$ cat src/spi_port_consts.vh
/*
 * constants for the radio serial slave port: control byte layout,
 * register space and buffer sizes.
 * assumes nothing; definitions only.
 */
`ifndef SPI_PORT_CONSTS_VH
`define SPI_PORT_CONSTS_VH

// ======================================================
// control byte fields
`define CTL_DIR_BIT      7
`define CTL_TGT_BIT      6
`define CTL_MODE_BIT     5
`define CTL_ADDR_MSB     5
`define REG_INDIRECT     6'h3f

// ======================================================
// sizes
`define BYTE_W           8
`define BIT_CNT_W        3
`define BIT_LAST         3'h7
`define BIT_FIRST        3'h0
`define REG_ADDR_W       8
`define BUF_ADDR_W       7
`define BUF_DEPTH        128
`define BUF_WRAP         7'h7f
`define ZERO_BYTE        8'h00

`endif

$ cat src/pkt_buf_ram.v
/*
 * packet buffer memory: one write port, one read port, registered
 * read data.
 * assumes the caller sequences addresses on the core clock.
 */
`timescale 1ns/10ps
`include "spi_port_consts.vh"

module pkt_buf_ram (
   clk,
   we,
   waddr,
   wdata,
   raddr,
   rdata
);
   input  wire                      clk;
   input  wire                      we;
   input  wire [`BUF_ADDR_W-1:0]    waddr;
   input  wire [`BYTE_W-1:0]        wdata;
   input  wire [`BUF_ADDR_W-1:0]    raddr;
   output reg  [`BYTE_W-1:0]        rdata;

   reg [`BYTE_W-1:0] mem [0:`BUF_DEPTH-1];

   // no reset: memory contents are undefined until written
   always @(posedge clk) begin
      if (we) begin
         mem[waddr] <= wdata;
      end
      rdata <= mem[raddr];
   end
endmodule

$ cat src/radio_spi_slave_port.v
/*
 * serial slave port of the radio: decodes control byte, accesses
 * registers (direct, indirect, burst only) and packet buffer, burst or single.
 * assumes select, serial clock and mosi come from the host, unrelated
 * to clk; the core register file sits outside behind reg_* ports.
 */
`timescale 1ns/10ps
`include "spi_port_consts.vh"

module radio_spi_slave_port (
   clk,
   rst_n,
   ssel_n,
   sclk,
   mosi,
   miso_o,
   miso_oe,
   primary_irq_status,
   reg_wr,
   reg_rd,
   reg_addr,
   reg_wdata,
   reg_rdata
);
   input  wire                      clk;
   input  wire                      rst_n;
   input  wire                      ssel_n;
   input  wire                      sclk;
   input  wire                      mosi;
   output reg                       miso_o;
   output wire                      miso_oe;
   input  wire [`BYTE_W-1:0]        primary_irq_status;
   output reg                       reg_wr;
   output reg                       reg_rd;
   output reg  [`REG_ADDR_W-1:0]    reg_addr;
   output reg  [`BYTE_W-1:0]        reg_wdata;
   input  wire [`BYTE_W-1:0]        reg_rdata;

   // ======================================================
   // states, one-hot
   localparam [4:0] ST_CTL  = 5'h01;
   localparam [4:0] ST_ADR  = 5'h02;
   localparam [4:0] ST_DATA = 5'h04;
   localparam [4:0] ST_DONE = 5'h08;
   localparam [4:0] ST_IDLE = 5'h10;

   // ======================================================
   // pin synchronisers; first stage read only by the second
   reg [1:0] ssel_s_reg;
   reg [1:0] sclk_s_reg;
   reg [1:0] mosi_s_reg;
   reg       sclk_d_reg;

   always @(posedge clk or negedge rst_n) begin
      if (!rst_n) begin
         ssel_s_reg <= 2'h3;
         sclk_s_reg <= 2'h0;
         mosi_s_reg <= 2'h0;
         sclk_d_reg <= 1'b0;
      end else begin
         ssel_s_reg <= {ssel_s_reg[0], ssel_n};
         sclk_s_reg <= {sclk_s_reg[0], sclk};
         mosi_s_reg <= {mosi_s_reg[0], mosi};
         sclk_d_reg <= sclk_s_reg[1];
      end
   end

   wire sel      = ~ssel_s_reg[1];
   wire sclk_r   = sel & sclk_s_reg[1] & ~sclk_d_reg;
   wire sclk_f   = sel & ~sclk_s_reg[1] & sclk_d_reg;
   wire mosi_bit = mosi_s_reg[1];

   assign miso_oe = sel;

   // ======================================================
   // shift and transaction state
   reg [4:0]             state_reg;
   reg [`BIT_CNT_W-1:0]  bit_cnt_reg;
   reg [`BYTE_W-2:0]     rx_reg;
   reg [`BYTE_W-1:0]     tx_reg;
   reg                   is_read_reg;
   reg                   is_buf_reg;
   reg                   single_reg;
   reg                   load_pend_reg;
   reg [`REG_ADDR_W-1:0] addr_reg;
   reg                   buf_we;

   wire [`BYTE_W-1:0] rx_byte  = {rx_reg, mosi_bit};
   wire               byte_end = sclk_r & (bit_cnt_reg == `BIT_LAST);

   wire [`BYTE_W-1:0]     buf_rdata;
   wire [`BUF_ADDR_W-1:0] buf_addr = addr_reg[`BUF_ADDR_W-1:0];

   pkt_buf_ram u_buf (
      .clk   (clk),
      .we    (buf_we),
      .waddr (buf_addr),
      .wdata (rx_byte),
      .raddr (buf_addr),
      .rdata (buf_rdata)
   );

   always @* begin
      buf_we = byte_end & (state_reg == ST_DATA) & is_buf_reg
             & ~is_read_reg;
   end

   // next address after a data byte; buffer wraps at its end
   wire [`REG_ADDR_W-1:0] addr_inc = addr_reg + 8'h01;
   wire [`REG_ADDR_W-1:0] addr_nxt = is_buf_reg ?
        {1'b0, addr_inc[`BUF_ADDR_W-1:0] & `BUF_WRAP} : addr_inc;

   always @(posedge clk or negedge rst_n) begin
      if (!rst_n) begin
         state_reg     <= ST_IDLE;
         bit_cnt_reg   <= `BIT_FIRST;
         rx_reg        <= 7'h00;
         tx_reg        <= `ZERO_BYTE;
         miso_o        <= 1'b0;
         is_read_reg   <= 1'b0;
         is_buf_reg    <= 1'b0;
         single_reg    <= 1'b0;
         load_pend_reg <= 1'b0;
         addr_reg      <= `ZERO_BYTE;
         reg_wr        <= 1'b0;
         reg_rd        <= 1'b0;
         reg_addr      <= `ZERO_BYTE;
         reg_wdata     <= `ZERO_BYTE;
      end else begin
         reg_wr <= 1'b0;
         reg_rd <= 1'b0;
         if (!sel) begin
            state_reg     <= ST_IDLE;
            bit_cnt_reg   <= `BIT_FIRST;
            load_pend_reg <= 1'b0;
         end else begin
            if (state_reg == ST_IDLE) begin
               // status snapshot goes out first, msb leading
               state_reg   <= ST_CTL;
               tx_reg      <= primary_irq_status;
               miso_o      <= primary_irq_status[`BYTE_W-1];
               bit_cnt_reg <= `BIT_FIRST;
            end
            if (sclk_r) begin
               rx_reg      <= rx_byte[`BYTE_W-2:0];
               bit_cnt_reg <= bit_cnt_reg + 3'h1;
            end
            if (sclk_f) begin
               if (load_pend_reg) begin
                  load_pend_reg <= 1'b0;
                  miso_o        <= is_buf_reg ? buf_rdata[`BYTE_W-1]
                                              : reg_rdata[`BYTE_W-1];
                  tx_reg        <= is_buf_reg ? buf_rdata : reg_rdata;
               end else begin
                  miso_o <= tx_reg[`BYTE_W-2];
                  tx_reg <= {tx_reg[`BYTE_W-2:0], 1'b0};
               end
            end
            if (byte_end) begin
               case (state_reg)
                  ST_CTL: begin
                     is_read_reg <= rx_byte[`CTL_DIR_BIT];
                     is_buf_reg  <= rx_byte[`CTL_TGT_BIT];
                     if (rx_byte[`CTL_TGT_BIT]) begin
                        single_reg <= rx_byte[`CTL_MODE_BIT];
                        addr_reg   <= `ZERO_BYTE;
                        state_reg  <= rx_byte[`CTL_MODE_BIT] ? ST_ADR
                                                             : ST_DATA;
                        load_pend_reg <= rx_byte[`CTL_DIR_BIT]
                                        & ~rx_byte[`CTL_MODE_BIT];
                     end else if (rx_byte[`CTL_ADDR_MSB:0]
                                  == `REG_INDIRECT) begin
                        single_reg <= 1'b0;
                        state_reg  <= ST_ADR;
                     end else begin
                        single_reg <= 1'b0;
                        addr_reg   <= {2'h0, rx_byte[`CTL_ADDR_MSB:0]};
                        reg_addr   <= {2'h0, rx_byte[`CTL_ADDR_MSB:0]};
                        reg_rd     <= rx_byte[`CTL_DIR_BIT];
                        load_pend_reg <= rx_byte[`CTL_DIR_BIT];
                        state_reg  <= ST_DATA;
                     end
                     tx_reg <= `ZERO_BYTE;
                  end
                  ST_ADR: begin
                     addr_reg  <= is_buf_reg ?
                        {1'b0, rx_byte[`BUF_ADDR_W-1:0]} : rx_byte;
                     reg_addr  <= rx_byte;
                     reg_rd    <= is_read_reg & ~is_buf_reg;
                     load_pend_reg <= is_read_reg;
                     state_reg <= ST_DATA;
                  end
                  ST_DATA: begin
                     // handshake pulse in core domain
                     if (!is_read_reg && !is_buf_reg) begin
                        reg_wr    <= 1'b1;
                        reg_wdata <= rx_byte;
                     end
                     addr_reg  <= addr_nxt;
                     // a write pulse carries its own byte's address;
                     // reads fetch the next one ahead of time
                     reg_addr  <= is_read_reg ? addr_nxt : addr_reg;
                     reg_rd    <= is_read_reg & ~is_buf_reg & ~single_reg;
                     load_pend_reg <= is_read_reg & ~single_reg;
                     state_reg <= single_reg ? ST_DONE : ST_DATA;
                  end
                  ST_DONE: begin
                     state_reg <= ST_DONE;
                  end
                  default: begin
                     state_reg <= ST_IDLE;
                  end
               endcase
            end
         end
      end
   end
endmodule

$ cat config.mk
export PLATFORM = sky130hd
export DESIGN_NAME = radio_spi_slave_port
export DESIGN_NICKNAME = d
export VERILOG_FILES = /design/src/pkt_buf_ram.v /design/src/radio_spi_slave_port.v
export VERILOG_INCLUDE_DIRS = /design/src
export SDC_FILE = /design/constraint.sdc
export NUM_CORES = 1
export LEC_CHECK = 0
export ABC_AREA = 1
export BUFFER_PORTS_ARGS = -buffer_cell sky130_fd_sc_hd__buf_4
export CAP_MARGIN = 10
export CORE_MARGIN = 1.5
export CORE_UTILIZATION = 36
export CTS_CLUSTER_SIZE = 30
export DETAILED_ROUTE_END_ITERATION = 10
export PLACE_DENSITY = 0.49
export RECOVER_POWER = 100
export SLEW_MARGIN = 10
export SYNTH_ARGS = -nofsm -noshare
export SYNTH_HDL_FRONTEND = slang
export SYNTH_SLANG_ARGS = --single-unit
export TNS_END_PERCENT = 1
$ cat constraint.sdc
create_clock -name clk -period 3.3 [get_ports clk]
set_input_delay 0.66 -clock clk [delete_from_list [all_inputs] [get_ports clk]]
set_output_delay 0.66 -clock clk [all_outputs]
set_load 0.02 [all_outputs]
==> results.py, run 1 <==
metrics = {
    "cts": {
        "insertion_delay_ps": 720,
        "htreeDepth": 3,
        "path_clk_slew_ps": 60,
        "cts_tree": "done",
        "cts.path.max_buffers": 3,
        "clock-sinks": 1092,
        "numCtsBuffers": 120,
        "cts_root_buffer": "clkbuf_16",
    },
    "run_status": {
        "status": "finished, violations left",
        "violations": "max-capacitance violations, max-slew violations",
    },
    "sta": {
        "hold_viol": 0,
        "fin_skew_ps": 35.1,
        "holdWs_ps": 67.8,
        "tns_ps": 0,
        "worst_pin_slew_ps": 2280,
        "final.min_clock_period_ps": 3020,
        "rsz0062_at_grt": "no",
        "post-route-period-util_pct": 91.4,
        "fin_ws_ps": 283,
        "finalSetupViolations": 0,
        "slew_viol_final": 739,
        "slew-limit-headroom_pct": -52.3,
        "clock.fmax_mhz": 331,
    },
    "yosys": {
        "synth_ff_type": "edfxtp_1",
        "synth.most_common_cell": "nand2_1",
        "synth_area_per_cell_um2": 9.80,
        "synth_cell_types": 33,
        "synth-edff-count": 1024,
        "synth_area_leaders": "edfxtp_1 (66%), nand2_1 (23%), dfrtp_1 (3.1%)",
        "synth_top_area_share_pct": 65.9,
        "synth_nets": 4785,
        "ys_warn_count": 0,
        "synth_top_area_cell": "edfxtp_1",
        "syn_inst": 4761,
        "synth.ff_latch_count": 1092,
        "ys_async_sr_fraction_pct": 5.49,
        "synth_common_cells": "nand2_1 (2,848), edfxtp_1 (1,024), nor2_1 (273)",
        "seq_area_frac_synth_pct": 69.5,
        "synthesis.area_um2": 46700,
    },
    "grt": {
        "grt_max_degree": 131,
        "grt_util_all_layers_pct": 20.3,
        "grt_pass1_vias": 31600,
        "antenna_found_initial": 0,
        "grt_pass1_wl_um": 202000,
        "grt-ovfl-total": 0,
    },
    "worst_setup_path": {
        "path_max_fanout": 8,
        "crit_path_end_kind": "flop",
        "crit_path_start_kind": "flop",
        "reg2regPathDepth": 10,
        "rrSetupSlack_ps": 280,
        "r2r_end": "u_buf.mem[14][1]",
        "r2r_start": "state_reg[0]",
        "path_class": "reg -> reg",
        "arrival_ps": 3380,
        "worstPathRequired_ps": 3660,
    },
    "power_and_ir_drop": {
        "power_leakage_nw": 22.1,
        "ir_drop_uv": 413,
        "power_frac_comb_pct": 3.9,
        "clockPowerShare_pct": 43.2,
        "swShare_pct": 22.3,
        "power_frac_seq_pct": 53.0,
        "p_int_mw": 23.5,
        "power_mw": 30.2,
        "cellPowerDensity_nw_per_um2": 564,
        "switchingPower_mw": 6.73,
    },
    "floorplan": {
        "core_um2": 128000,
        "fp-row-count": 131,
        "die_w_um": 363,
        "start_util_pct": 36.5,
        "die_h_um": 363,
        "boundaryPins": 41,
        "die_area_um2": 132000,
    },
    "hold_path": {
        "holdPathStages": 1,
        "hold_class": "in -> reg",
        "holdCritStartpoint": "ssel_n",
        "hold_end": "ssel_s_reg[0]",
    },
    "detailed_routing": {
        "totalWireLength_um": 134000,
        "drc": 0,
        "viasPerCell": 4.76,
        "dr.first_iter.drc_count": 2593,
        "antenna_left": 0,
        "first_pass_iters": 5,
        "vias": 32200,
        "wl_per_cell_um": 19.8,
    },
    "final_layout": {
        "fin_util_pct": 41.9,
        "top_register": "u_buf.mem",
        "largest_reg_flops": 1024,
        "layout-drive-gt1-share_pct": 7.63,
        "layout.nets": 4951,
        "design_area_um2": 53600,
        "diodes": 0,
        "area_growth_pct": 14.9,
        "layoutNonFillerInstCount": 6760,
    },
    "placement": {
        "place_congestion": 0.832,
        "dp_hpwl_um": 78500,
        "pre_cts_slack_ps": 425,
        "dp.cells": 6533,
        "portBuffers": 40,
        "dpl-instance-area_um2": 50400,
    },
    "run": {
        "max-cap-violations": 9,
    },
}
## layout make-up
class | instances | area [um2]
Fill cell | 12500 | 74400
Sequential cell | 1092 | 32400
Multi-Input combinational cell | 3334 | 12900
Clock buffer | 153 | 3160
Tap cell | 1729 | 2160
Timing Repair Buffer | 273 | 1860
Clock inverter | 73 | 644
Inverter | 106 | 410
## worst max path at each step
| stage | from | end | cells past startpoint |
|---|---|---|---|
| 6_report | state_reg[0] | u_buf.mem[14][1] | 10 |
| 5_1_grt | bit_cnt_reg[0] | u_buf.mem[28][0] | 9 |
| 3_5_place_dp | state_reg[0] | u_buf.mem[88][3] | 10 |
| 2_1_floorplan | rx_reg[2] | addr_reg[4] | 10 |
| 3_3_place_gp | bit_cnt_reg[0] | u_buf.mem[96][5] | 9 |
| 4_1_cts | state_reg[0] | u_buf.mem[96][4] | 10 |
## power groups by stage
stage / Sequential (mW) / Combinational [mW] / Clock (mW)
2_1_floorplan: 16.6 / 0.141 / 0
3_3_place_gp: 16.3 / 1.23 / 0
3_5_place_dp: 16.3 / 1.24 / 0
4_1_cts: 16.0 / 1.24 / 13.3
5_1_grt: 16.0 / 1.26 / 13.9
6_report: 16.0 / 1.17 / 13.1
## kinds of logic (layout without fill, tap and decap cells)
group / count (synthesis) / in the layout / synth area share (%)
AO/OA/AOI/OAI: 129 / 129 / 1.52
adder cells (fa/ha/maj): 3 / 3 / 0.0805
buffers and inverters: 335 / 605 / 2.85
flip-flops: 1092 / 1092 / 69.5
AND/OR/NAND/NOR: 3202 / 3202 / 26.1
## worst max-delay path, stage by stage (launching register included)
cell and delay, ps:
dfrtp_1 410, nor2_1 220, nand4_2 150, nor2_1 260, inv_1 180, nor3_4 130, buf_4 250, nand3_2 230
clkbuf_1 310, nor2_1 150, clkbuf_1 380
## placed cells by master, fill, tap and decap left out, drive strengths merged, types with 13 or more instances in the layout
cell    instances
nand2        2848
edfxtp       1024
clkbuf        306
nor2          275
buf           119
inv           108
o21ai          83
clkinv         58
dfrtp          57
nand3          51
a21oi          15
o22ai          14
or2            13
## metal layers
metal	vias up	global-route usage (%)	wire [um]
met5	-	0	0
met4	0	5.11	3190
met3	179	3.55	7610
met2	787	32.5	61600
met1	15500	28.6	61500
li1	15700	-	-
## timing repair
action                    4_1_cts  5_1_grt
buffers inserted                0        0
hold endpoints to repair        1        0
hold buffers                    1        0
gates resized for setup         0        0
No activity file was read; power rests on OpenSTA's default activity.
==> run 2: changes to the inputs <==
--- a/config.mk
+++ b/config.mk
@@ -13,7 +13,8 @@
 export CORE_UTILIZATION = 36
 export CTS_CLUSTER_SIZE = 30
 export DETAILED_ROUTE_END_ITERATION = 10
-export PLACE_DENSITY = 0.49
+export GPL_TIMING_DRIVEN = 1
+export PLACE_DENSITY = 0.52
 export RECOVER_POWER = 100
 export SLEW_MARGIN = 10
 export SYNTH_ARGS = -nofsm -noshare
==> constraint.sdc (replaced) <==
create_clock -name clk -period 3.7 [get_ports clk]
set_input_delay 0.74 -clock clk [delete_from_list [all_inputs] [get_ports clk]]
set_output_delay 0.74 -clock clk [all_outputs]
set_load 0.02 [all_outputs]
==> results.py, run 2 (same netlist as run 1, synthesis figures left out) <==
metrics = {
    "worst_setup_path": {
        "arrival_ps": 3850,
        "path_max_fanout": 8,
        "rrSetupSlack_ps": 230,
        "crit_path_end_kind": "flop",
        "reg2regPathDepth": 9,
        "r2r_end": "u_buf.mem[49][1]",
        "worstPathRequired_ps": 4080,
        "cp-startpoint": "state_reg[0]",
        "crit_path_start_kind": "flop",
        "path_class": "reg -> reg",
        "r2r_start": "state_reg[0]",
    },
    "cts": {
        "insertion_delay_ps": 710,
        "cts.path.max_buffers": 3,
        "htreeDepth": 3,
        "hold_buffers": 0,
        "cts_resized": 0,
        "numCtsBuffers": 116,
        "cts_root_buffer": "clkbuf_16",
        "cts_tree": "done",
        "clock-sinks": 1092,
        "path_clk_slew_ps": 60,
        "post_cts_buffers": 0,
    },
    "grt": {
        "grt_util_all_layers_pct": 19.7,
        "grt-ovfl-total": 0,
        "grt_max_degree": 150,
        "grt_pass1_vias": 31600,
        "antenna_found_initial": 2,
        "grt_pass1_wl_um": 198000,
    },
    "sta": {
        "worst_pin_slew_ps": 2560,
        "slew_viol_final": 655,
        "hold_viol": 0,
        "final.min_clock_period_ps": 3470,
        "slew-limit-headroom_pct": -70.6,
        "rsz0062_at_grt": "no",
        "clock.fmax_mhz": 288,
        "fin_skew_ps": 33.9,
        "fin_ws_ps": 230,
        "post-route-period-util_pct": 93.8,
        "tns_ps": 0,
        "finalSetupViolations": 0,
    },
    "detailed_routing": {
        "first_pass_iters": 5,
        "dr.first_iter.drc_count": 2694,
        "wl_per_cell_um": 19.3,
        "m1WireLength_um": 61100,
        "highest_layer": "met5",
        "vias": 32100,
        "wl_met3_um": 6190,
        "viasPerCell": 4.77,
        "met2WireLength_um": 59500,
        "drc": 0,
        "totalWireLength_um": 130000,
        "antenna_left": 0,
    },
    "run_status": {
        "status": "finished, violations left",
        "violations": "max-capacitance violations, max-slew violations",
    },
    "final_layout": {
        "area_growth_pct": 14.2,
        "largest_reg_flops": 1024,
        "final_cell_mix": "nand2_1 (2,848), edfxtp_1 (1,024), nor2_1 (273)",
        "layout-drive-gt1-share_pct": 7.00,
        "top_register": "u_buf.mem",
        "diodes": 0,
        "final_common_cell": "nand2_1",
        "layout.nets": 4928,
        "design_area_um2": 53300,
    },
    "hold_path": {
        "holdPathStages": 1,
        "holdCritStartpoint": "ssel_n",
        "hold_class": "in -> reg",
        "hold_end": "ssel_s_reg[0]",
    },
    "power_and_ir_drop": {
        "p_int_mw": 20.9,
        "ir_drop_uv": 381,
        "power_frac_seq_pct": 53.8,
        "swShare_pct": 22.0,
        "power_leakage_nw": 21.9,
        "cellPowerDensity_nw_per_um2": 502,
        "clockPowerShare_pct": 42.8,
        "power_mw": 26.7,
        "switchingPower_mw": 5.88,
        "power_frac_comb_pct": 3.4,
    },
    "floorplan": {
        "die_h_um": 363,
        "fp-row-count": 131,
        "die_area_um2": 132000,
        "start_util_pct": 36.5,
        "boundaryPins": 41,
        "die_w_um": 363,
        "core_um2": 128000,
    },
    "placement": {
        "dpl-instance-area_um2": 50100,
        "place_congestion": 0.845,
        "pre_cts_slack_ps": 501,
        "dp_hpwl_um": 76300,
        "portBuffers": 40,
    },
    "run": {
        "max-cap-violations": 8,
    },
}
## run 2: changes by cell type in the layout (fill, tap and decap cells not counted), sizes merged
| cell | before | now |
|---|---|---|
| buf | 119 | 117 |
| dlygate4sd3 | 1 | 0 |
| inv | 108 | 107 |
| clkinv | 58 | 61 |
| clkbuf | 306 | 279 |
## run 2: critical path: stages (launching register included)
cell,delay (ps)
dfrtp_1,410
nor2_1,190
nand4_1,180
nor2_1,240
inv_1,180
nor3_4,520
nand3_1,600
clkbuf_1,390
nor2_1,160
clkbuf_2,250
## run 2: area by class of cell
class / instances / area, um2
tap: 1729 / 2160
sequential: 1092 / 32400
timing repair buffer: 254 / 1620
multi-input combinational: 3334 / 12900
clock inverter: 75 / 653
inverter: 106 / 415
clock buffer: 142 / 3090
fill: 12500 / 74700
## run 2: power groups by stage
stage,Combinational (mW),Sequential (mW),Clock [mW]
floorplan,0.126,14.8,0
global placement,0.952,14.6,0
detailed placement,0.954,14.6,0
CTS,0.955,14.4,11.7
global route,0.991,14.4,12.1
finish,0.909,14.4,11.4
## run 2: how the worst max path moves through the flow
stage	endpoint	slack [ps]	cells past startpoint
6_report	u_buf.mem[49][1]	230	9
5_1_grt	u_buf.mem[23][0]	140	2
4_1_cts	u_buf.mem[73][1]	460	7
3_5_place_dp	u_buf.mem[73][4]	500	7
3_3_place_gp	u_buf.mem[31][4]	580	8
2_1_floorplan	addr_reg[4]	730	10
## run 2: stage by stage
stage	hold slack [ps]	instances	utilization [%]
floorplan	331	4761	-
global placement	338	6515	39.1
finish	152	6732	41.6
global route	119	6732	41.6
detailed placement	347	6515	39.1
CTS	96.3	6732	42.1
## run 2: routing by layer
| metal | up-vias | global-route usage, % |
|---|---|---|
| li1 | 15700 | - |
| met1 | 15500 | 28.0 |
| met2 | 792 | 31.7 |
| met3 | 186 | 2.52 |
| met4 | 4 | 5.34 |
| met5 | - | 0 |
